===== src/hdl/blt_pkg.sv =====
// Purpose: Shared constants for the brightness slope and boost target block
// Assumes: 25 MHz mclk, register port at byte offsets
// Notes: Reset values of both control registers are zero
package blt_pkg;
    // Register map
    localparam logic [7:0] RAMP_CTRL_OFS = 8'h15;
    localparam logic [7:0] BOOST_CTRL_OFS = 8'h16;
    localparam logic [7:0] RAMP_CTRL_RST = 8'h00;
    localparam logic [7:0] BOOST_CTRL_RST = 8'h00;
    localparam logic [7:0] UNMAPPED_RD = 8'h00;
    // Field positions
    localparam int FILTER_STRENGTH_SEL_LSB = 6;
    localparam int DEADBAND_LSB = 3;
    localparam int RAMP_LSB = 0;
    localparam int CEIL_LSB = 6;
    localparam int TRACK_BIT = 5;
    localparam int START_LSB = 0;
    // Timing
    localparam int CLK_NS = 40;
    localparam int UNIT_NS = 3906;
    localparam int UNIT_CYC = UNIT_NS / CLK_NS;
    localparam int HEADROOM_TRACKING_EN_NS = 100000;
    localparam int HEADROOM_TRACKING_EN_CYC = HEADROOM_TRACKING_EN_NS / CLK_NS;
    localparam int SAMP_NUM = 4;
    localparam int SAMP_DEN = 5;
    localparam int RAMP_STEPS = 256;
    localparam int STEP_FRAC = 8;
    localparam int DUTY_W = 12;
    localparam int MEAS_W = 17;
    localparam logic [16:0] MEAS_SAT = 17'h1ffff;
    localparam logic [11:0] DUTY_FULL = 12'hfff;
    localparam logic [3:0] DIV_LAST = 4'hb;
    // Ceiling codes: highest start code not above each limit
    localparam logic [4:0] CEIL_18V = 5'h10;
    localparam logic [4:0] CEIL_22V = 5'h16;
    localparam logic [4:0] CEIL_25V = 5'h1a;
    localparam logic [4:0] CEIL_28V = 5'h1f;
    // States
    typedef enum logic {RAMP_IDLE = 1'b0, RAMP_RUN = 1'b1} blt_ramp_e;
    typedef enum logic {MEAS_IDLE = 1'b0, MEAS_DIV = 1'b1} blt_meas_e;
endpackage : blt_pkg


===== src/hdl/blt_iir.sv =====
// Purpose: First-order low-pass on the ramped level
// Assumes: step_en is a one-cycle enable
// Notes: Shift of zero passes the input straight through
module blt_iir (
    // Clock and reset
    input wire logic mclk,
    input wire logic rst_b,
    // Filter control
    input wire logic step_en,
    input wire logic [3:0] shift,
    // Data
    input wire logic [19:0] level_in,
    output logic [11:0] level_out
);
    logic [19:0] y, next_y;
    logic [19:0] diff, inc;

    always_comb begin
        next_y = y;
        diff = (level_in >= y) ? level_in - y : y - level_in;
        inc = diff >> shift;
        // Never stall short of the input
        if (inc == 20'h0 && diff != 20'h0) begin
            inc = 20'h1;
        end
        if (step_en) begin
            next_y = (level_in >= y) ? y + inc : y - inc;
        end
    end

    always_ff @(posedge mclk or negedge rst_b) begin
        if (!rst_b) begin
            y <= 20'h0;
        end else begin
            y <= next_y;
        end
    end

    assign level_out = y[19:8];
endmodule : blt_iir


===== src/hdl/blt_duty_meas.sv =====
// Purpose: PWM input duty detector with serial divider
// Assumes: samp_en pulses at the 20 MHz sampling rate
// Notes: One duty result per input period, or per timeout if static
module blt_duty_meas (
    // Clock and reset
    input wire logic mclk,
    input wire logic rst_b,
    // Sampling
    input wire logic samp_en,
    input wire logic pwm_in,
    // Result
    output logic [11:0] duty,
    output logic duty_valid
);
    blt_pkg::blt_meas_e state, next_state;
    logic pwm_prev, next_pwm_prev, armed, next_armed;
    logic [16:0] per_cnt, next_per_cnt, high_cnt, next_high_cnt;
    logic [16:0] den, next_den;
    logic [17:0] rem, next_rem, rem2;
    logic [11:0] quo, next_quo, next_duty;
    logic [3:0] bit_cnt, next_bit_cnt;
    logic next_duty_valid, rise, start_div;

    always_comb begin
        next_state = state;
        next_pwm_prev = pwm_prev;
        next_armed = armed;
        next_per_cnt = per_cnt;
        next_high_cnt = high_cnt;
        next_den = den;
        next_rem = rem;
        next_quo = quo;
        next_bit_cnt = bit_cnt;
        next_duty = duty;
        next_duty_valid = 1'b0;
        rise = samp_en && pwm_in && !pwm_prev;
        start_div = rise && armed && state == blt_pkg::MEAS_IDLE;
        rem2 = {rem[16:0], 1'b0};
        if (samp_en) begin
            next_pwm_prev = pwm_in;
            if (rise) begin
                next_armed = 1'b1;
                next_per_cnt = 17'h1;
                next_high_cnt = 17'h1;
            end else if (per_cnt == blt_pkg::MEAS_SAT) begin
                // Static input: report 0 or full scale
                next_duty = pwm_in ? blt_pkg::DUTY_FULL : 12'h000;
                next_duty_valid = 1'b1;
                next_armed = 1'b0;
                next_per_cnt = 17'h0;
                next_high_cnt = 17'h0;
            end else begin
                next_per_cnt = per_cnt + 17'h1;
                next_high_cnt = high_cnt + {16'h0, pwm_in};
            end
        end
        case (state)
            blt_pkg::MEAS_IDLE: begin
                if (start_div) begin
                    next_den = per_cnt;
                    next_rem = {1'b0, high_cnt};
                    next_quo = 12'h000;
                    next_bit_cnt = 4'h0;
                    if (high_cnt >= per_cnt) begin
                        next_duty = blt_pkg::DUTY_FULL;
                        next_duty_valid = 1'b1;
                    end else begin
                        next_state = blt_pkg::MEAS_DIV;
                    end
                end
            end
            blt_pkg::MEAS_DIV: begin
                // Fraction high/period, one quotient bit per cycle
                if (rem2 >= {1'b0, den}) begin
                    next_rem = rem2 - {1'b0, den};
                    next_quo = {quo[10:0], 1'b1};
                end else begin
                    next_rem = rem2;
                    next_quo = {quo[10:0], 1'b0};
                end
                next_bit_cnt = bit_cnt + 4'h1;
                if (bit_cnt == blt_pkg::DIV_LAST) begin
                    next_duty = next_quo;
                    next_duty_valid = 1'b1;
                    next_state = blt_pkg::MEAS_IDLE;
                end
            end
            default: next_state = blt_pkg::MEAS_IDLE;
        endcase
    end

    always_ff @(posedge mclk or negedge rst_b) begin
        if (!rst_b) begin
            state <= blt_pkg::MEAS_IDLE;
            pwm_prev <= 1'b0;
            armed <= 1'b0;
            per_cnt <= 17'h0;
            high_cnt <= 17'h0;
            den <= 17'h0;
            rem <= 18'h0;
            quo <= 12'h000;
            bit_cnt <= 4'h0;
            duty <= 12'h000;
            duty_valid <= 1'b0;
        end else begin
            state <= next_state;
            pwm_prev <= next_pwm_prev;
            armed <= next_armed;
            per_cnt <= next_per_cnt;
            high_cnt <= next_high_cnt;
            den <= next_den;
            rem <= next_rem;
            quo <= next_quo;
            bit_cnt <= next_bit_cnt;
            duty <= next_duty;
            duty_valid <= next_duty_valid;
        end
    end
endmodule : blt_duty_meas


===== src/hdl/blt_core.sv =====
// Purpose: Brightness slope, smoothing, PWM duty intake and boost A target
// Assumes: Register port single-cycle, inputs synchronous to mclk
// Notes: Read data appears the cycle after reg_rd_en
// Functional notes
// - Two-bit smoothing strength, none to heavy
// - Three-bit ramp code selects ramp time
// - Ramp time independent of level difference
// - Smoothing acts like RC, scales with ramp
// - Combined ramp time follows code pair
// - Duty measured by 20 MHz oversampling
// - Duty at most 12 bits precision
// - Accept duty only beyond hysteresis
// - Hysteresis codes: none, 1 to 64 steps
// - Two-bit ceiling selects 18 to 28 V
// - Boost target never above ceiling
// - Tracking off holds start code
// - Tracking on varies between 7 V and ceiling
// - Five-bit start code, 7 to 28 V
module blt_core (
    // Clock and reset
    input wire logic mclk,
    input wire logic rst_b,
    // Register port
    input wire logic [7:0] reg_addr,
    input wire logic reg_wr_en,
    input wire logic [7:0] reg_wdata,
    input wire logic reg_rd_en,
    output logic [7:0] reg_rdata,
    // PWM brightness input
    input wire logic pwm_in,
    // Current sink headroom feedback
    input wire logic headroom_low,
    input wire logic headroom_high,
    // Results
    output logic [11:0] duty_level,
    output logic [11:0] brightness,
    output logic ramp_busy,
    output logic [4:0] boost_target_code
);

    function automatic logic [7:0] ramp_units(input logic [2:0] code);
        case (code)
            3'h1: ramp_units = 8'd8;
            3'h2: ramp_units = 8'd16;
            3'h3: ramp_units = 8'd24;
            3'h4: ramp_units = 8'd28;
            3'h5: ramp_units = 8'd32;
            3'h6: ramp_units = 8'd100;
            3'h7: ramp_units = 8'd200;
            default: ramp_units = 8'd1;
        endcase
    endfunction : ramp_units

    function automatic logic [12:0] deadband(input logic [2:0] code);
        deadband = (code == 3'h0) ? 13'h0 : 13'h1 << (code - 3'h1);
    endfunction : deadband

    function automatic logic [4:0] ceil_code(input logic [1:0] sel);
        case (sel)
            2'h0: ceil_code = blt_pkg::CEIL_18V;
            2'h1: ceil_code = blt_pkg::CEIL_22V;
            2'h2: ceil_code = blt_pkg::CEIL_25V;
            default: ceil_code = blt_pkg::CEIL_28V;
        endcase
    endfunction : ceil_code

    // Register file
    logic [7:0] ramp_ctrl, next_ramp_ctrl, boost_ctrl, next_boost_ctrl, next_reg_rdata;
    logic ramp_wr;

    always_comb begin
        next_ramp_ctrl = ramp_ctrl;
        next_boost_ctrl = boost_ctrl;
        next_reg_rdata = reg_rdata;
        ramp_wr = reg_wr_en && reg_addr == blt_pkg::RAMP_CTRL_OFS;
        if (ramp_wr) begin
            next_ramp_ctrl = reg_wdata;
        end else if (reg_wr_en && reg_addr == blt_pkg::BOOST_CTRL_OFS) begin
            next_boost_ctrl = reg_wdata;
        end
        if (reg_rd_en) begin
            if (reg_addr == blt_pkg::RAMP_CTRL_OFS) begin
                next_reg_rdata = ramp_ctrl;
            end else if (reg_addr == blt_pkg::BOOST_CTRL_OFS) begin
                next_reg_rdata = boost_ctrl;
            end else begin
                next_reg_rdata = blt_pkg::UNMAPPED_RD;
            end
        end
    end

    always_ff @(posedge mclk or negedge rst_b) begin
        if (!rst_b) begin
            ramp_ctrl <= blt_pkg::RAMP_CTRL_RST;
            boost_ctrl <= blt_pkg::BOOST_CTRL_RST;
            reg_rdata <= 8'h00;
        end else begin
            ramp_ctrl <= next_ramp_ctrl;
            boost_ctrl <= next_boost_ctrl;
            reg_rdata <= next_reg_rdata;
        end
    end

    logic [1:0] filter_strength_sel, boost_ceiling_sel;
    logic [2:0] duty_change_deadband, ramp_code;
    logic headroom_tracking_en;
    logic [4:0] boost_start_code;
    assign filter_strength_sel = ramp_ctrl[blt_pkg::FILTER_STRENGTH_SEL_LSB +: 2];
    assign duty_change_deadband = ramp_ctrl[blt_pkg::DEADBAND_LSB +: 3];
    assign ramp_code = ramp_ctrl[blt_pkg::RAMP_LSB +: 3];
    assign boost_ceiling_sel = boost_ctrl[blt_pkg::CEIL_LSB +: 2];
    assign headroom_tracking_en = boost_ctrl[blt_pkg::TRACK_BIT];
    assign boost_start_code = boost_ctrl[blt_pkg::START_LSB +: 5];

    // 20 MHz sample enable: four pulses in every five clocks
    logic [2:0] samp_acc, next_samp_acc;
    logic samp_en, next_samp_en;

    always_comb begin
        if (samp_acc >= 3'(blt_pkg::SAMP_DEN - blt_pkg::SAMP_NUM)) begin
            next_samp_acc = samp_acc - 3'(blt_pkg::SAMP_DEN - blt_pkg::SAMP_NUM);
            next_samp_en = 1'b1;
        end else begin
            next_samp_acc = samp_acc + 3'(blt_pkg::SAMP_NUM);
            next_samp_en = 1'b0;
        end
    end

    always_ff @(posedge mclk or negedge rst_b) begin
        if (!rst_b) begin
            // Start at the top so the first pulse group is a full four
            samp_acc <= 3'(blt_pkg::SAMP_NUM);
            samp_en <= 1'b0;
        end else begin
            samp_acc <= next_samp_acc;
            samp_en <= next_samp_en;
        end
    end

    // Duty intake with change hysteresis
    logic [11:0] new_duty, next_duty_level;
    logic new_valid, accept, acc_pulse;
    logic [12:0] duty_diff;

    blt_duty_meas u_meas (
        .mclk(mclk),
        .rst_b(rst_b),
        .samp_en(samp_en),
        .pwm_in(pwm_in),
        .duty(new_duty),
        .duty_valid(new_valid)
    );

    always_comb begin
        duty_diff = (new_duty >= duty_level) ? {1'b0, new_duty - duty_level}
                                             : {1'b0, duty_level - new_duty};
        accept = new_valid && duty_diff > deadband(duty_change_deadband);
        next_duty_level = accept ? new_duty : duty_level;
    end

    always_ff @(posedge mclk or negedge rst_b) begin
        if (!rst_b) begin
            duty_level <= 12'h000;
            acc_pulse <= 1'b0;
        end else begin
            duty_level <= next_duty_level;
            acc_pulse <= accept;
        end
    end

    // Step timebase: 1/256 ms units, step every ramp_units of them
    logic [6:0] unit_cnt, next_unit_cnt;
    logic [7:0] ms_cnt, next_ms_cnt, units;
    logic unit_tick, step_tick;

    always_comb begin
        units = ramp_units(ramp_code);
        unit_tick = unit_cnt == 7'(blt_pkg::UNIT_CYC - 1);
        step_tick = unit_tick && ms_cnt >= units - 8'd1;
        next_unit_cnt = unit_tick ? 7'h0 : unit_cnt + 7'h1;
        next_ms_cnt = ms_cnt;
        if (step_tick) begin
            next_ms_cnt = 8'h0;
        end else if (unit_tick) begin
            next_ms_cnt = ms_cnt + 8'h1;
        end
    end

    always_ff @(posedge mclk or negedge rst_b) begin
        if (!rst_b) begin
            unit_cnt <= 7'h0;
            ms_cnt <= 8'h0;
        end else begin
            unit_cnt <= next_unit_cnt;
            ms_cnt <= next_ms_cnt;
        end
    end

    // Linear ramp: fixed 256 steps, so duration never depends on distance
    blt_pkg::blt_ramp_e ramp_state, next_ramp_state;
    logic [19:0] level_fx, next_level_fx, ramp_mag, next_ramp_mag, target_fx;
    logic ramp_up, next_ramp_up;
    logic [7:0] step_cnt, next_step_cnt;

    always_comb begin
        next_ramp_state = ramp_state;
        next_level_fx = level_fx;
        next_ramp_mag = ramp_mag;
        next_ramp_up = ramp_up;
        next_step_cnt = step_cnt;
        target_fx = {duty_level, 8'h00};
        case (ramp_state)
            blt_pkg::RAMP_IDLE: begin
                if (acc_pulse && ramp_code == 3'h0) begin
                    next_level_fx = target_fx;
                end else if (acc_pulse) begin
                    next_ramp_state = blt_pkg::RAMP_RUN;
                end
            end
            blt_pkg::RAMP_RUN: begin
                if (step_tick) begin
                    next_step_cnt = step_cnt + 8'h1;
                    if (step_cnt == 8'(blt_pkg::RAMP_STEPS - 1)) begin
                        next_level_fx = target_fx;
                        next_ramp_state = blt_pkg::RAMP_IDLE;
                    end else begin
                        // Truncated increment never overshoots the target
                        next_level_fx = ramp_up ? level_fx + (ramp_mag >> blt_pkg::STEP_FRAC)
                                                : level_fx - (ramp_mag >> blt_pkg::STEP_FRAC);
                    end
                end
            end
            default: next_ramp_state = blt_pkg::RAMP_IDLE;
        endcase
        // New target restarts from the present level
        if (acc_pulse && ramp_code != 3'h0) begin
            next_ramp_up = target_fx >= level_fx;
            next_ramp_mag = (target_fx >= level_fx) ? target_fx - level_fx : level_fx - target_fx;
            next_step_cnt = 8'h0;
            next_level_fx = level_fx;
            next_ramp_state = blt_pkg::RAMP_RUN;
        end else if (acc_pulse) begin
            next_level_fx = target_fx;
            next_ramp_state = blt_pkg::RAMP_IDLE;
        end
    end

    always_ff @(posedge mclk or negedge rst_b) begin
        if (!rst_b) begin
            ramp_state <= blt_pkg::RAMP_IDLE;
            level_fx <= 20'h0;
            ramp_mag <= 20'h0;
            ramp_up <= 1'b0;
            step_cnt <= 8'h0;
            ramp_busy <= 1'b0;
        end else begin
            ramp_state <= next_ramp_state;
            level_fx <= next_level_fx;
            ramp_mag <= next_ramp_mag;
            ramp_up <= next_ramp_up;
            step_cnt <= next_step_cnt;
            ramp_busy <= next_ramp_state == blt_pkg::RAMP_RUN;
        end
    end

    // Smoothing coefficient per code pair; filter steps with the ramp clock
    logic [3:0] filt_shift;
    always_comb begin
        if (filter_strength_sel == 2'h0) begin
            filt_shift = 4'h0;
        end else if (ramp_code == 3'h0) begin
            filt_shift = {2'h0, filter_strength_sel} + 4'h6;
        end else begin
            filt_shift = {2'h0, filter_strength_sel} + 4'h4;
        end
    end

    blt_iir u_iir (
        .mclk(mclk),
        .rst_b(rst_b),
        .step_en(step_tick),
        .shift(filt_shift),
        .level_in(level_fx),
        .level_out(brightness)
    );

    // Boost A target: fixed start code, or tracking within 0 and ceiling
    logic [11:0] headroom_tracking_en_cnt, next_headroom_tracking_en_cnt;
    logic [4:0] next_boost, ceil;
    logic headroom_tracking_en_tick;

    always_comb begin
        ceil = ceil_code(boost_ceiling_sel);
        headroom_tracking_en_tick = headroom_tracking_en_cnt == 12'(blt_pkg::HEADROOM_TRACKING_EN_CYC - 1);
        next_headroom_tracking_en_cnt = headroom_tracking_en_tick ? 12'h0 : headroom_tracking_en_cnt + 12'h1;
        next_boost = boost_target_code;
        if (!headroom_tracking_en) begin
            next_boost = (boost_start_code < ceil) ? boost_start_code : ceil;
        end else begin
            if (headroom_tracking_en_tick && headroom_low && boost_target_code < ceil) begin
                next_boost = boost_target_code + 5'h1;
            end else if (headroom_tracking_en_tick && headroom_high && boost_target_code != 5'h0) begin
                next_boost = boost_target_code - 5'h1;
            end
            if (next_boost > ceil) begin
                next_boost = ceil;
            end
        end
    end

    always_ff @(posedge mclk or negedge rst_b) begin
        if (!rst_b) begin
            headroom_tracking_en_cnt <= 12'h0;
            boost_target_code <= 5'h0;
        end else begin
            headroom_tracking_en_cnt <= next_headroom_tracking_en_cnt;
            boost_target_code <= next_boost;
        end
    end

    // Step period check helpers
    logic [14:0] gap_cnt, ramp_cyc;
    logic same_cfg;
    assign ramp_cyc = 15'(units * 15'(blt_pkg::UNIT_CYC)) - 15'h1;
    always_ff @(posedge mclk or negedge rst_b) begin
        if (!rst_b) begin
            gap_cnt <= 15'h0;
            same_cfg <= 1'b0;
        end else begin
            gap_cnt <= step_tick ? 15'h0 : gap_cnt + 15'h1;
            same_cfg <= ramp_wr ? 1'b0 : (step_tick | same_cfg);
        end
    end
endmodule : blt_core


===== config.mk =====
export PLATFORM = sky130hd
export DESIGN_NAME = blt_core
export DESIGN_NICKNAME = d
export VERILOG_FILES = /design/src/hdl/blt_pkg.sv /design/src/hdl/blt_iir.sv /design/src/hdl/blt_duty_meas.sv /design/src/hdl/blt_core.sv
export SDC_FILE = /design/constraint.sdc
export NUM_CORES = 1
export LEC_CHECK = 0
export BUFFER_PORTS_ARGS = -buffer_cell sky130_fd_sc_hd__buf_2
export CORE_UTILIZATION = 45
export DETAILED_ROUTE_END_ITERATION = 6
export PLACE_DENSITY = 0.72
export SLEW_MARGIN = 20
export SYNTH_ARGS = -nofsm -noshare
export SYNTH_HDL_FRONTEND = slang
export SYNTH_SLANG_ARGS = --single-unit

===== constraint.sdc =====
create_clock -name mclk -period 19.2 [get_ports mclk]
set_input_delay 0.96 -clock mclk [delete_from_list [all_inputs] [get_ports mclk]]
set_output_delay 0.96 -clock mclk [all_outputs]
set_load 0.01 [all_outputs]

==> key figures, run 1 <==
Synthesis
  – Post-synthesis cell area: 20100 um2
  – Register area share after synthesis: 29.1%
  – Yosys warning count: 0
  – Syn Area/Cell: 8.30 um2
  – Register bit total from synthesis: 234
  – Post-synth ARST share: 100%
  – Number of synthesized flops with an enable pin: 0
  – Ys flop type: dfrtp_1
  – Synth Net Count: 2657
  – Post-synth cell types: 101
  – Gate Count Post-Synth: 2425

Critical path
  – Critical Path End Type: register
  – WP data required: 19.65 ns
  – Crit path max-delay cell type: nand2_2
  – Crit Path Category: reg -> reg
  – CP arrival: 10.80 ns
  – Element type at the critical path start: register
  – Critical path origin: level_fx[5]$_DFFE_PN0P_
  – Crit Path Max Fanout: 40
  – Flop-to-flop setup slack: 8.85 ns
  – Slowest stage delay, CP: 0.60 ns
  – Reg-to-Reg Start: level_fx[5]$_DFFE_PN0P_
  – Reg2reg path depth: 36
  – Worst Setup EP: u_iir.y[19]$_DFFE_PN0P_
  – Worst reg2reg endpoint: u_iir.y[19]$_DFFE_PN0P_

STA
  – Final setup fails: 0
  – Setup WS post-layout: 8.85 ns
  – Tightest Pin Transition: 1.08 ns
  – TNS Setup: 0 ns
  – Max Fclk: 96.6 MHz
  – Hold Violations, Final: 0
  – Period minus WS final: 10.35 ns
  – Unrepaired setup endpoints after global routing: false
  – Slew margin rel.: 27.9%
  – Final period utilization: 53.9%
  – Worst Skew: 0.0140 ns
  – Final Max Tran Viols: 0

Die
  – Row count: 77
  – Chip Height: 214 um
  – Placeable core region: 44200 um2
  – Die X: 214 um
  – Num ports: 61
  – Initial core utilization: 45.5%
  – Die area: 45600 um2

Min path
  – Hold WC Path Type: in -> async

Run
  – MaxCap Viol Count: 0

Final layout
  – Layout Utilization: 49.4%
  – Final #Nets: 2657
  – Antenna fix cells: 0
  – Layout cells sized above 1: 8.43%
  – Synth-to-Final Area Change: 8.39%

Clock tree
  – Clock Sinks: 234
  – CTS Buffer Depth: 3
  – Post-CTS setup buffer count: 0
  – Cts bufs inserted: 29
  – H-tree depth: 1
  – CTS tree: built
  – # hold bufs at CTS: 0
  – CTS clk-pin slew, worst paths: 0.06 ns
  – Root buf cell: clkbuf_16
  – Post-cts resize count: 0
  – Worst-Skew Late Latency: 0.60 ns

Detailed routing
  – Via density: 5.84
  – WL/cell: 18.3 um
  – Drt pass-1 iters: 6
  – Post-detailed-route count of antenna-violating nets: 0
  – Drt drc: 0
  – Wirelength, routed: 55500 um
  – Via count: 17700
  – Initial DRC count: 1433

Power
  – Pwr dens: 204 nW/um2
  – Worst IR Drop VDD: 0.125 mV
  – Overall power: 4450 uW
  – Pleak: 0.0101 uW

Global routing
  – First-pass GRT wire length: 88500 um
  – Largest net degree at the start of global routing: 106
  – Vias in the first global route: 16900
  – GR Util All Layers: 24.1%
  – Initial antenna violation count: 0
  – Global route overflow: 0

Place
  – Dpl ws: 9.05 ns
  – IO Port Bufs: 60
  – Final HPWL DP: 41900 um
  – Gp weighted congestion: 0.907

Run status
  – Status: finished clean
synth_stat cells, types with 9 or more instances:
cell type  number  share of area, %
and2_1         13              0.40
o21bai_1       25              0.93
nor3_1         42               1.0
a21o_1         68               2.5
nand4_1        40               1.2
nor4_1         14              0.43
and3_1         18              0.56
nand2b_1       27              0.84
o31ai_1        10              0.37
a22oi_1        15              0.56
ha_1          201                12
a31oi_1        22              0.68
o21ai_0       191               4.7
nor2_1        188               3.5
nand3_1        82               2.0
a211oi_1       25              0.93
o22ai_1        12              0.37
o211ai_1       23              0.86
o21a_1         22              0.82
inv_1         165               3.1
dfrtp_1       233                29
or3_1          16              0.50
a21boi_0        9              0.34
a21oi_1       152               3.8
mux2i_1        54               2.7
buf_4          14              0.52
xor2_1         63               2.7
mux2_2         26               1.5
nor2b_1        32              0.99
xnor2_1        86               3.7
clkbuf_1       82               1.5
nand2_1       258               4.8
cell type report:
type / instances / area [um2]
clock inverters: 9 / 91.3
repair buffers: 81 / 468
inverters: 166 / 623
well taps: 592 / 741
fillers: 4146 / 22400
flip-flops and latches: 234 / 5860
multi-input cells: 1913 / 13200
clock buffers: 42 / 865
power breakdown:
| part | leakage [uW] | switching, uW | internal, uW |
|---|---|---|---|
| clock | 0.000475 | 230 | 324 |
| combinational | 0.00664 | 1840 | 1300 |
| sequential | 0.00299 | 151 | 599 |
| total | 0.0101 | 2220 | 2230 |
registers in the layout (all words and copies together), names as in the netlist, 3 cells and up:
signal,flops
u_meas.bit_cnt,4
reg_rdata,8
u_meas.per_cnt,17
u_meas.high_cnt,17
u_meas.rem,17
ms_cnt,8
u_meas.den,17
ramp_mag,12
unit_cnt,7
duty_level,12
u_meas.duty,12
step_cnt,8
boost_ctrl,8
headroom_tracking_en_cnt,12
ramp_ctrl,8
boost_target_code,5
u_meas.quo,11
u_iir.y,20
level_fx,20
samp_acc,3
critical path: cells and delay by family (launching register included):
| family | cells | cell delay [ns] |
|---|---|---|
| compound gates | 18 | 5.08 |
| simple gates | 12 | 2.86 |
| fa+ha+maj | 3 | 1.10 |
| mux | 1 | 0.46 |
| flops | 1 | 0.42 |
| xor+xnor | 1 | 0.22 |
| buf+inv | 1 | 0.06 |
worst min path at each step:
stage	end	slack (ns)	cells after the start
final	ramp_mag[12]$_DFFE_PN0P_	0.39	1
after floorplan	u_meas.den[7]$_DFFE_PN0P_	0.45	2
after global placement	samp_acc[0]$_DFFE_PN0N_	0.47	1
after detailed placement	u_meas.den[7]$_DFFE_PN0P_	0.47	2
after CTS	u_iir.y[7]$_DFFE_PN0P_	0.43	1
after global routing	ramp_mag[12]$_DFFE_PN0P_	0.46	1
kinds of logic (layout without fill, tap and decap cells):
group | after synthesis | count (layout) | synth area share [%]
adder cells (fa/ha/maj) | 209 | 209 | 13.3
multiplexers | 82 | 82 | 4.32
buffers and inverters | 278 | 298 | 5.59
AO/OA/AOI/OAI | 674 | 674 | 21.7
XOR/XNOR | 154 | 154 | 6.88
flip-flops | 234 | 234 | 29.1
AND/OR/NAND/NOR | 794 | 794 | 19.1
layout by cell type (no fill, tap or decap), types with 12 or more instances in the layout:
master	synthesis	routed
and3_1	18	18
o211ai_1	23	23
ha_1	201	201
o22ai_1	12	12
a22oi_1	15	15
o21a_1	22	22
clkbuf_16	0	29
and2_1	13	14
xnor2_1	86	86
or3_1	16	16
a31oi_1	22	22
nand4_1	40	40
buf_2	6	59
nor2b_1	32	32
a211oi_1	25	25
nor3_1	42	41
nand2_1	258	258
nor2_1	188	187
o21bai_1	25	24
a21o_1	68	68
inv_1	165	165
mux2i_1	54	54
nand2b_1	27	26
o21ai_0	191	190
nand3_1	82	82
mux2_2	26	26
dfrtp_1	233	232
buf_4	14	21
nor4_1	14	14
xor2_1	63	63
a21oi_1	152	151
metrics by stage:
step	instance area, um2	hold WS (ns)	cells
finish	21800	0.387	3037
CTS	21800	0.429	3037
detailed placement	20900	0.475	2986
floorplan	20100	0.450	2425
global placement	20900	0.473	2986
global route	21800	0.461	3037
layer usage:
metal,share of wire [%],GRT usage [%]
met5,0,0
met4,3.1,7.59
met3,4.7,2.81
met2,48,41.4
met1,44,31.6
No activity file was read; power rests on OpenSTA's default activity.
==> run 2: changes to the inputs <==
==> constraint.sdc (replaced) <==
create_clock -name mclk -period 10.45 [get_ports mclk]
set_input_delay 0.5225 -clock mclk [delete_from_list [all_inputs] [get_ports mclk]]
set_output_delay 0.5225 -clock mclk [all_outputs]
set_load 0.01 [all_outputs]
==> run 2 against run 1 <==
Effect of this change: the flow now finishes with violations (design-rule violations); register-to-register slack worse by 8.3 ns; sequential power up 79%; power up 87%; fmax up 5.0%; routed wire length up 1.2%; global-route usage up 0.86 points; clock power up 99%; critical endpoint unchanged; largest cell class unchanged.
==> key figures, run 2 (synthesis results as in run 1) <==
Detailed routing
  – WL/cell: 18.4 um (+0.87%)
  – Initial DRC count: 1358 (-5.2%)
  – Wirelength, routed: 56200 um (+1.2%)
  – Post-detailed-route count of antenna-violating nets: 0 (unchanged)
  – Via density: 5.88 (+0.69%)
  – Drt pass-1 iters: 7 (+1)
  – Via count: 17900 (+1.1%)
  – Drt drc: 2 (+2)

Critical path
  – Flop-to-flop setup slack: 0.59 ns (-8.26 ns)
  – Crit Path Max Fanout: 21 (-48%)
  – Critical Path End Type: register
  – Element type at the critical path start: register
  – Crit Path Category: reg -> reg
  – WP data required: 10.85 ns (-8.80 ns)
  – Reg2reg path depth: 37 (+2.8%)
  – CP Buf/Inv Count: 2 (+1)
  – Slowest stage delay, CP: 0.54 ns (-0.06 ns)
  – Worst reg2reg endpoint: u_iir.y[19]$_DFFE_PN0P_
  – Crit path max-delay cell type: a2111o_1
  – Most used cell, CP: ha_1
  – Reg-to-Reg Start: level_fx[5]$_DFFE_PN0P_
  – CP arrival: 10.26 ns (-0.54 ns)
  – Critical path's top delay family: compound AO/OA/AOI/OAI gates

Power
  – Worst IR Drop VDD: 0.258 mV (+110%)
  – Pleak: 0.0102 uW (+0.86%)
  – Pwr dens: 379 nW/um2 (+86%)

Global routing
  – First-pass GRT wire length: 91900 um (+3.8%)
  – Global route overflow: 0 (unchanged)
  – GR Util All Layers: 25.0% (+0.86 points)
  – Vias in the first global route: 17600 (+3.9%)
  – Initial antenna violation count: 0 (unchanged)
  – Largest net degree at the start of global routing: 99 (-6.6%)

Final layout
  – Commonest non-fill, non-tap cell in the layout: nand2_1
  – Final instance area: 22000 um2 (+0.79%)
  – Area of the multi-input gates: 13200 um2 (unchanged)
  – Synth-to-Final Area Change: 9.25%
  – Largest registers: level_fx x20, u_iir.y x20
  – Antenna fix cells: 0 (unchanged)
  – Commonest cells after routing, fill and taps aside: nand2_1 (258), dfrtp_1 (232), ha_1 (201)
  – Layout Utilization: 49.7% (+0.39 points)
  – Fillers: 4148 (+0.048%)
  – Final #Nets: 2666 (+0.34%)
  – Layout cells sized above 1: 8.84% (+0.41 points)
  – FF/Latch Area: 5860 um2 (unchanged)

STA
  – Max Fclk: 101 MHz (+5.0%)
  – Final setup fails: 0 (unchanged)
  – Worst Skew: 0.0330 ns (+0.0189 ns)
  – Final period utilization: 94.4% (+40 points)
  – Tightest Pin Transition: 1.13 ns (+0.0484 ns)
  – Slew margin rel.: 24.7% (-3.2 points)
  – TNS Setup: 0 ns (unchanged)
  – Period minus WS final: 9.86 ns (-0.488 ns)
  – Hold Violations, Final: 0 (unchanged)
  – Unrepaired setup endpoints after global routing: false
  – Final Max Tran Viols: 0 (unchanged)
  – Fin Hold WS: 0.229 ns (-0.159 ns)

Die
  – Die X: 214 um (unchanged)
  – Row count: 77 (unchanged)
  – Die area: 45600 um2 (unchanged)
  – Num ports: 61 (unchanged)
  – Chip Height: 214 um (unchanged)
  – Initial core utilization: 45.5% (unchanged)
  – Placeable core region: 44200 um2 (unchanged)

Min path
  – Worst Hold Path EP: ramp_ctrl[3]$_DFFE_PN0P_
  – Hold wc startpoint: reg_wdata[3]
  – Hold WC Path Type: in -> reg
  – Hold Crit Depth: 2

Place
  – Gp weighted congestion: 0.939 (+3.5%)
  – Area post-placement: 20900 um2 (+0.32%)
  – Final HPWL DP: 42900 um (+2.3%)
  – IO Port Bufs: 60 (unchanged)

Clock tree
  – CTS tree: built
  – Cts bufs inserted: 28 (-3.4%)
  – CTS clk-pin slew, worst paths: 0.06 ns (about the same)
  – CTS Buffer Depth: 3 (unchanged)
  – Root buf cell: clkbuf_16
  – H-tree depth: 1 (unchanged)
  – Clock Sinks: 234 (unchanged)
  – Worst-Skew Late Latency: 0.57 ns (-0.03 ns)

Run status
  – Violated checks: design-rule violations
  – Status: finished with violations

Run
  – MaxCap Viol Count: 0 (unchanged)
run 2: cell count changes in the layout (fill, tap and decap cells not counted):
cell,before,now
a211oi_1,25,24
a211oi_2,3,4
buf_4,21,30
bufinv_16,1,5
clkbuf_1,4,3
clkinv_2,5,3
clkinvlp_4,1,2
dlygate4sd3_1,0,1
inv_16,1,0
nor3b_1,5,6
nor3b_2,2,1
run 2: how the worst max path moves through the flow:
stage,end,depth (start not counted),from,slack (ns)
2_1_floorplan,u_iir.y[19]$_DFFE_PN0P_,38,level_fx[0]$_DFFE_PN0P_,2.14
3_3_place_gp,u_iir.y[19]$_DFFE_PN0P_,37,level_fx[5]$_DFFE_PN0P_,0.76
3_5_place_dp,u_iir.y[19]$_DFFE_PN0P_,37,level_fx[5]$_DFFE_PN0P_,0.58
4_1_cts,u_iir.y[19]$_DFFE_PN0P_,38,level_fx[0]$_DFFE_PN0P_,0.49
5_1_grt,u_iir.y[19]$_DFFE_PN0P_,39,level_fx[0]$_DFFE_PN0P_,0.02
6_report,u_iir.y[19]$_DFFE_PN0P_,37,level_fx[5]$_DFFE_PN0P_,0.59
run 2: final cells by class:
class	instances	area share, %
clock inverter	11	0.859
sequential	234	26.6
multi-input combinational	1913	59.9
inverter	166	2.83
clock buffer	41	3.91
tap	592	3.37
timing repair buffer	91	2.48
run 2: metrics by stage:
stage,setup WS [ns],power (uW),instances
floorplan,2.14,5730,2425
global placement,0.763,6960,2995
detailed placement,0.576,7120,2995
CTS,0.488,8270,3048
global route,0.0225,9040,3048
finish,0.587,8330,3048
run 2: layer usage:
metal	vias up	routed length, um	global-route usage, %
li1	8676	-	-
met1	8643	24400	32.3
met2	469	26800	42.9
met3	133	2830	2.69
met4	0	2050	9.29
met5	-	0	0
run 2: power by group:
part / internal (uW) / total, uW / switching (uW) / leakage (uW)
Clock: 691 / 1100 / 405 / 0.000512
Sequential: 1100 / 1340 / 244 / 0.00299
Combinational: 2410 / 5890 / 3480 / 0.00668
Total: 4200 / 8330 / 4130 / 0.0102
run 2: timing repair:
action / CTS / global route
hold buffers: 1 / 0
resized for setup: 0 / 1
hold endpoints to repair: 10 / 0
setup buffers: 0 / 0
endpoints found under the setup margin: 0 / 1
